## src/logic/dag_pkg.sv

```systemverilog
// constants and types shared by the dual address generator
//
// Contract
// - each of the two generators holds four 16-bit pointers, each updatable on an indirect access.
// - an indirect access applies one of four modify registers before or after forming the address.
// - pre- and post-modify may instead use a signed 8-bit immediate offset from the instruction.
// - pre-modify without update forms pointer plus offset and leaves the pointer unchanged.
// - each pointer has a length and base; updates wrap modulo the length inside the buffer.
// - circular addressing stays within one 64K-word page chosen by the page register of 256.
// - wrapping touches only the low 16 address bits; the page bits are never altered.
// - a full secondary register copy exists and selecting it switches context with no save.
// - both generators can produce an address in the same cycle, data side and program side.
// - the address is the 8-bit page register above the 16-bit index, 24 bits in all.
package dag_pkg;
   localparam int IDX_W = 16;
   localparam int PAGE_W = 8;
   localparam int ADDR_W = 24;
   localparam int IMM_W = 8;
   localparam int NREG = 4;
   localparam int SEL_W = 2;
   localparam logic [15:0] IDX_RESET = 16'h0000;
   localparam logic [7:0] PAGE_RESET = 8'h00;

   // register file targets for a write
   typedef enum logic [3:0] {
      dag_wr_index = 4'h1,
      dag_wr_modify = 4'h2,
      dag_wr_length = 4'h4,
      dag_wr_base = 4'h8
   } dag_wr_type;

   // access modes, one-hot
   typedef enum logic [3:0] {
      dag_mode_post = 4'h1,
      dag_mode_pre = 4'h2,
      dag_mode_pre_noupd = 4'h4,
      dag_mode_none = 4'h8
   } dag_mode_type;
endpackage

```

## src/logic/dag_unit.sv

```systemverilog
// one address generator: index, modify, length, base sets and page register
`timescale 1ns/100ps
module dag_unit #(
   parameter int IW = dag_pkg::IDX_W,
   parameter int PW = dag_pkg::PAGE_W
) (
   // clock and reset
   input wire logic clock,
   input wire logic nrst,
   // context selection
   input wire logic set_sel,
   // register writes
   input wire logic wr_en,
   input wire logic [3:0] wr_target,
   input wire logic [1:0] wr_sel,
   input wire logic [IW-1:0] wr_data,
   input wire logic page_wr,
   input wire logic [PW-1:0] page_data,
   // access request
   input wire logic acc_en,
   input wire logic [3:0] acc_mode,
   input wire logic [1:0] acc_isel,
   input wire logic [1:0] acc_msel,
   input wire logic acc_use_imm,
   input wire logic [dag_pkg::IMM_W-1:0] acc_imm,
   // address out
   output logic [dag_pkg::ADDR_W-1:0] addr,
   output logic addr_valid,
   output logic [PW-1:0] page
);
   localparam int NR = dag_pkg::NREG;
   // index [set][reg]; set 0 primary, set 1 secondary
   logic [IW-1:0] idx_r [2][NR];
   logic [IW-1:0] mod_r [2][NR];
   logic [IW-1:0] len_r [2][NR];
   logic [IW-1:0] base_r [2][NR];
   logic [PW-1:0] page_r [2];

   // wrap a candidate into [base, base+len); len zero means linear
   function automatic logic [IW-1:0] wrap(input logic [IW-1:0] v, input logic [IW-1:0] b,
                                          input logic [IW-1:0] l, input logic [IW-1:0] m);
      logic [IW-1:0] rel;
      rel = v - b;
      wrap = v;
      // modular distance from base also catches a step that runs below address zero
      if (l != '0 && rel >= l)
         wrap = m[IW-1] ? v + l : v - l;
   endfunction

   wire logic [IW-1:0] cur_idx = idx_r[set_sel][acc_isel];
   wire logic [IW-1:0] imm_ext = {{(IW-dag_pkg::IMM_W){acc_imm[dag_pkg::IMM_W-1]}}, acc_imm};
   wire logic [IW-1:0] step = acc_use_imm ? imm_ext : mod_r[set_sel][acc_msel];
   wire logic [IW-1:0] cur_len = len_r[set_sel][acc_isel];
   wire logic [IW-1:0] cur_base = base_r[set_sel][acc_isel];
   // 16-bit sum never carries into page bits
   wire logic [IW-1:0] next_idx = wrap(cur_idx + step, cur_base, cur_len, step);
   wire logic pre = acc_mode == dag_pkg::dag_mode_pre || acc_mode == dag_pkg::dag_mode_pre_noupd;
   wire logic upd = acc_en && (acc_mode == dag_pkg::dag_mode_pre || acc_mode == dag_pkg::dag_mode_post);
   wire logic [IW-1:0] eff_idx = pre ? next_idx : cur_idx;

   always_ff @(posedge clock) begin
      if (!nrst) begin
         for (int s = 0; s < 2; s++) begin
            page_r[s] <= dag_pkg::PAGE_RESET;
            for (int r = 0; r < NR; r++) begin
               idx_r[s][r] <= dag_pkg::IDX_RESET;
               mod_r[s][r] <= dag_pkg::IDX_RESET;
               len_r[s][r] <= dag_pkg::IDX_RESET;
               base_r[s][r] <= dag_pkg::IDX_RESET;
            end
         end
      end else begin
         if (upd)
            idx_r[set_sel][acc_isel] <= next_idx;
         if (wr_en) begin
            // software write wins over an update of the same pointer
            case (wr_target)
               dag_pkg::dag_wr_index: idx_r[set_sel][wr_sel] <= wr_data;
               dag_pkg::dag_wr_modify: mod_r[set_sel][wr_sel] <= wr_data;
               dag_pkg::dag_wr_length: len_r[set_sel][wr_sel] <= wr_data;
               dag_pkg::dag_wr_base: base_r[set_sel][wr_sel] <= wr_data;
               default: ;
            endcase
         end
         if (page_wr)
            page_r[set_sel] <= page_data;
      end
   end

   always_ff @(posedge clock) begin
      if (!nrst) begin
         addr <= '0;
         addr_valid <= 1'b0;
      end else begin
         addr_valid <= acc_en && acc_mode != dag_pkg::dag_mode_none;
         if (acc_en)
            addr <= {page_r[set_sel], eff_idx};
      end
   end

   assign page = page_r[set_sel];

   a_page_on_top: assert property (@(posedge clock) disable iff (!nrst)
      addr_valid |-> addr[dag_pkg::ADDR_W-1:IW] == $past(page_r[set_sel]))
      else $error("page bits not from page register");
   a_noupd_keeps: assert property (@(posedge clock) disable iff (!nrst)
      (acc_en && acc_mode == dag_pkg::dag_mode_pre_noupd && !wr_en)
      |=> idx_r[$past(set_sel)][$past(acc_isel)] == $past(cur_idx))
      else $error("no-update mode changed pointer");
   a_post_addr: assert property (@(posedge clock) disable iff (!nrst)
      (acc_en && acc_mode == dag_pkg::dag_mode_post) |=> addr[IW-1:0] == $past(cur_idx))
      else $error("post-modify address not old pointer");
   a_wrap_inside: assert property (@(posedge clock) disable iff (!nrst)
      (upd && !wr_en && cur_len != '0 && cur_idx >= cur_base && cur_idx - cur_base < cur_len
       && (step[IW-1] ? (~step + 16'h0001) <= cur_len : step <= cur_len))
      |=> (idx_r[$past(set_sel)][$past(acc_isel)] - $past(cur_base)) < $past(cur_len))
      else $error("wrapped pointer left buffer");
   a_imm_offset: assert property (@(posedge clock) disable iff (!nrst)
      (acc_en && acc_use_imm && acc_mode == dag_pkg::dag_mode_pre_noupd && cur_len == '0)
      |=> addr[IW-1:0] == $past(cur_idx) + IW'($signed($past(acc_imm))))
      else $error("immediate offset not sign extended");
   a_noupd_sum: assert property (@(posedge clock) disable iff (!nrst)
      (acc_en && !acc_use_imm && acc_mode == dag_pkg::dag_mode_pre_noupd && cur_len == '0)
      |=> addr[IW-1:0] == $past(cur_idx) + $past(mod_r[set_sel][acc_msel]))
      else $error("no-update address not pointer plus modify");
endmodule

```

## src/logic/dag_top.sv

```systemverilog
// pair of address generators with shared context selection
`timescale 1ns/100ps
module dag_top (
   // clock and reset
   input wire logic clock,
   input wire logic nrst,
   // context switch request from decode
   input wire logic ctx_wr,
   input wire logic ctx_secondary,
   // register writes, per generator
   input wire logic [1:0] wr_en,
   input wire logic [7:0] wr_target,
   input wire logic [3:0] wr_sel,
   input wire logic [31:0] wr_data,
   input wire logic [1:0] page_wr,
   input wire logic [15:0] page_data,
   // access requests, generator 0 data side, generator 1 program side
   input wire logic [1:0] acc_en,
   input wire logic [7:0] acc_mode,
   input wire logic [3:0] acc_isel,
   input wire logic [3:0] acc_msel,
   input wire logic [1:0] acc_use_imm,
   input wire logic [15:0] acc_imm,
   // addresses and status
   output logic [23:0] dm_addr,
   output logic dm_addr_valid,
   output logic [23:0] pm_addr,
   output logic pm_addr_valid,
   output logic set_active
);
   logic set_sel;
   logic [23:0] a [2];
   logic v [2];

   always_ff @(posedge clock) begin
      if (!nrst)
         set_sel <= 1'b0;
      else if (ctx_wr)
         set_sel <= ctx_secondary;
   end
   assign set_active = set_sel;

   // both units run every cycle for dual operand fetch
   for (genvar g = 0; g < 2; g++) begin : gen_u
      dag_unit u (
         .clock(clock), .nrst(nrst), .set_sel(set_sel),
         .wr_en(wr_en[g]), .wr_target(wr_target[4*g+:4]), .wr_sel(wr_sel[2*g+:2]),
         .wr_data(wr_data[16*g+:16]), .page_wr(page_wr[g]), .page_data(page_data[8*g+:8]),
         .acc_en(acc_en[g]), .acc_mode(acc_mode[4*g+:4]), .acc_isel(acc_isel[2*g+:2]),
         .acc_msel(acc_msel[2*g+:2]), .acc_use_imm(acc_use_imm[g]), .acc_imm(acc_imm[8*g+:8]),
         .addr(a[g]), .addr_valid(v[g]), .page()
      );
   end
   assign dm_addr = a[0];
   assign dm_addr_valid = v[0];
   assign pm_addr = a[1];
   assign pm_addr_valid = v[1];

   a_ctx_next: assert property (@(posedge clock) disable iff (!nrst)
      ctx_wr |=> set_sel == $past(ctx_secondary))
      else $error("context select late");
endmodule

```

## config.mk

```make
export PLATFORM = sky130hd
export DESIGN_NAME = dag_top
export DESIGN_NICKNAME = d
export VERILOG_FILES = /design/src/logic/dag_pkg.sv /design/src/logic/dag_unit.sv /design/src/logic/dag_top.sv
export SDC_FILE = /design/constraint.sdc
export NUM_CORES = 2
export LEC_CHECK = 0
export BUFFER_PORTS_ARGS = -buffer_cell sky130_fd_sc_hd__buf_2
export CORE_MARGIN = 2
export CORE_UTILIZATION = 42
export DETAILED_ROUTE_END_ITERATION = 6
export PLACE_DENSITY = 0.61
export SLEW_MARGIN = 20
export SYNTH_ARGS = -nofsm -noshare
export SYNTH_HDL_FRONTEND = slang
export SYNTH_SLANG_ARGS = --single-unit
```

## constraint.sdc

```tcl
create_clock -name clock -period 23.9 [get_ports clock]
set_clock_uncertainty 0.15 [all_clocks]
set_input_delay 1.195 -clock clock [delete_from_list [all_inputs] [get_ports clock]]
set_output_delay 1.195 -clock clock [all_outputs]
set_load 0.005 [all_outputs]
```

==> reports/metrics.cfg <==
[synth]
synthDistinctLibCells = 107
avgSynthCellArea_um2 = 13.7
ys_seq_area_share_pct = 59.0
netlist_area_um2 = 55500
netlist_instances = 4062
ys.warnings.count = 0
synth_ff_type = edfxtp_1
syn_nets = 4284
async_reset_ff_share_pct = 0
synth_edf_count = 1056
synth-seq-cells = 1108

[placement]
routabilityCongestion = 0.916
post-dp-hpwl_um = 102000
port_buffers = 154
place_ws_ns = 14.03

[clocking]
postCtsSetupRepairBufs = 0
cts_hold_buffers = 0
clock_latency_ns = 0.74
clk_path_buf_depth = 3
clockRootBuffer = clkbuf_16
path_clk_slew_ns = 0.06
cts_max_level = 3
post_cts_resized = 0
cts_tree = done
cts_buffers = 111
cts.sinks = 1108

[timing]
period_needed_ns = 10.08
fin_crit_sh_pct = 42.2
slew_viol_final = 0
slew_headroom_pct = 22.5
max_freq_mhz = 99.2
finalHoldViolations = 0
rsz0062_at_grt = no
finalWorstSetupSlack_ns = 13.82
tns_ns = 0
tightest_slew_ns = 1.16
setup_violations = 0

[grt]
overflow = 0
grt_pass1_vias = 34000
grt_usage_pct = 23.1
grt_max_degree = 76
grt_pass1_wl_um = 230000
antenna_found_initial = 6

[setup_path]
cp-end-kind = register
start_kind = register
r2r-end = gen_u[0].u.addr[9]
crit_type = reg2reg
crit_slowest_cell = buf_4
slowest_delay_ns = 0.68
cp.arrival_ns = 10.58
crit_fanout = 35
crit_end = gen_u[0].u.addr[9]
crit_required_ns = 24.40
reg2reg_depth = 32
rrSetupSlack_ns = 13.82

[finish]
nets = 4378
area_delta_synth_final_pct = 11.5
drive_gt1_share_pct = 18.7
fin_util_pct = 47.1

[route]
met1_length_um = 68800
routed-wl-met3_um = 12900
vias = 34600
wl_um = 157000
wl_per_cell_um = 26.2
dr.pass1.iters = 5
dr_wl_met2_um = 72300
top_layer = met5
dr.first_iter.drc_count = 3422
final_antenna_net_count = 0
routed_via_density = 5.75
drc_errors = 0

[die]
rows = 133
dieArea_um2 = 135000
top_level_ports = 155
dieHeight_um = 367
core_um2 = 131000
floorplan.initialDensity_pct = 42.2
fp.dieW_um = 367

[min_path]
hold_class = reg2reg

[pwr]
power.density_nw_per_um2 = 89.6
ir_worst_vdd_mv = 0.0601
power.leakage_nw = 22.8

[outcome]
status = completed

[run]
drv.max_cap_violation_count = 0

-- through the flow --
step / total power [mW] / instance area, um2 / instances / hold slack (ns)
finish: 5.54 / 61900 / 6009 / 0.315
global route: 5.78 / 61900 / 6006 / 0.340
CTS: 5.55 / 61800 / 6006 / 0.318
detailed placement: 3.83 / 58200 / 5798 / 0.308
global placement: 3.81 / 58200 / 5798 / 0.299
floorplan: 3.40 / 55500 / 4062 / 0.306
-- critical path, delay by kind of cell, from the launching register on --
kind / cells / cell delay (ns)
multiplexers: 2 / 0.72
XOR/XNOR: 2 / 0.52
adder cells (fa/ha/maj): 4 / 1.47
flip-flops: 1 / 0.56
AND/OR/NAND/NOR: 6 / 1.09
AO/OA/AOI/OAI: 15 / 3.89
buffers and inverters: 3 / 1.50
-- kinds of logic (layout without fill, tap and decap cells) --
family                   Yosys count  after routing  synth area share [%]
adder cells (fa/ha/maj)          127            127                  2.91
buffers and inverters            327            516                  2.45
flip-flops                      1108           1108                  59.0
XOR/XNOR                         127            127                  2.08
AO/OA/AOI/OAI                    468            468                  5.84
AND/OR/NAND/NOR                 1468           1468                  13.8
other                              0              3                     0
multiplexers                     437            437                  13.9
-- metal layers --
metal | global-route usage, % | vias up
li1 | - | 15300
met1 | 34.0 | 17600
met2 | 36.0 | 1392
met3 | 3.27 | 182
met4 | 5.97 | 4
met5 | 0 | -
-- sequential cells by signal (all words and copies together), names as in the netlist, named ones only --
name,cells
gen_u.u.addr,48
gen_u.u.addr_valid,2
gen_u.u.base_r,256
gen_u.u.idx_r,256
gen_u.u.len_r,256
gen_u.u.mod_r,256
gen_u.u.page_r,32
set_active,1
-- where the power goes --
part | internal [mW] | total [mW] | switching (mW) | leakage [nW]
logic | 0.584 | 1.57 | 0.982 | 10.1
registers | 2.22 | 2.25 | 0.0307 | 11.0
clock network | 0.957 | 1.73 | 0.770 | 1.74
-- cell usage in the layout, fill, tap and decap left out, drive strengths merged, types with 8 or more instances in the layout --
master	count
a21o	43
o21a	8
ha	112
o21bai	14
o31ai	9
maj3	9
xor2	49
buf	263
nand2b	24
a31oi	16
a21oi	79
nor2b	36
nor3b	17
clkbuf	141
a211oi	96
nor3	84
mux4	257
inv	48
clkinv	50
nand2	258
o21ai	133
mux2i	166
dfxtp	52
o211ai	9
and3	25
xnor2	78
nand3	27
edfxtp	1056
mux2	14
nor2	342
and2	608
-- cell usage after synthesis, types with 40 or more instances --
master,number,area (um2)
inv_1,40,150
o21ai_0,119,596
nor2_1,341,1280
dfxtp_1,52,1040
nor3_1,81,405
clkbuf_1,222,833
mux4_2,256,5770
a21oi_1,76,380
edfxtp_1,1056,31700
nand2_1,258,968
mux2i_1,154,1540
xnor2_1,76,666
a211oi_1,93,698
ha_1,112,1400
a21o_1,43,323
xor2_1,47,412
and2_1,607,3800
-- worst min path at each step --
stage | startpoint | end | slack, ns | depth (start not counted)
floorplan | gen_u[0].u.addr[5] | gen_u[0].u.addr[5] | 0.31 | 2
global placement | gen_u[1].u.addr[8] | gen_u[1].u.addr[8] | 0.30 | 2
detailed placement | gen_u[1].u.addr[8] | gen_u[1].u.addr[8] | 0.31 | 2
CTS | gen_u[1].u.addr[8] | gen_u[1].u.addr[8] | 0.32 | 2
global route | gen_u[1].u.addr[5] | gen_u[1].u.addr[5] | 0.34 | 2
finish | gen_u[1].u.addr[5] | gen_u[1].u.addr[5] | 0.32 | 2
-- area by class of cell --
cell class	count	area (um2)
inverters	45	169
multi-input cells	2627	21500
clock buffers	141	2950
flip-flops and latches	1108	32800
well taps	1755	2200
repair buffers	263	1610
clock inverters	67	641
diodes	3	7.51
fillers	11400	69400
Note: power is estimated with default switching activity, not from simulation.
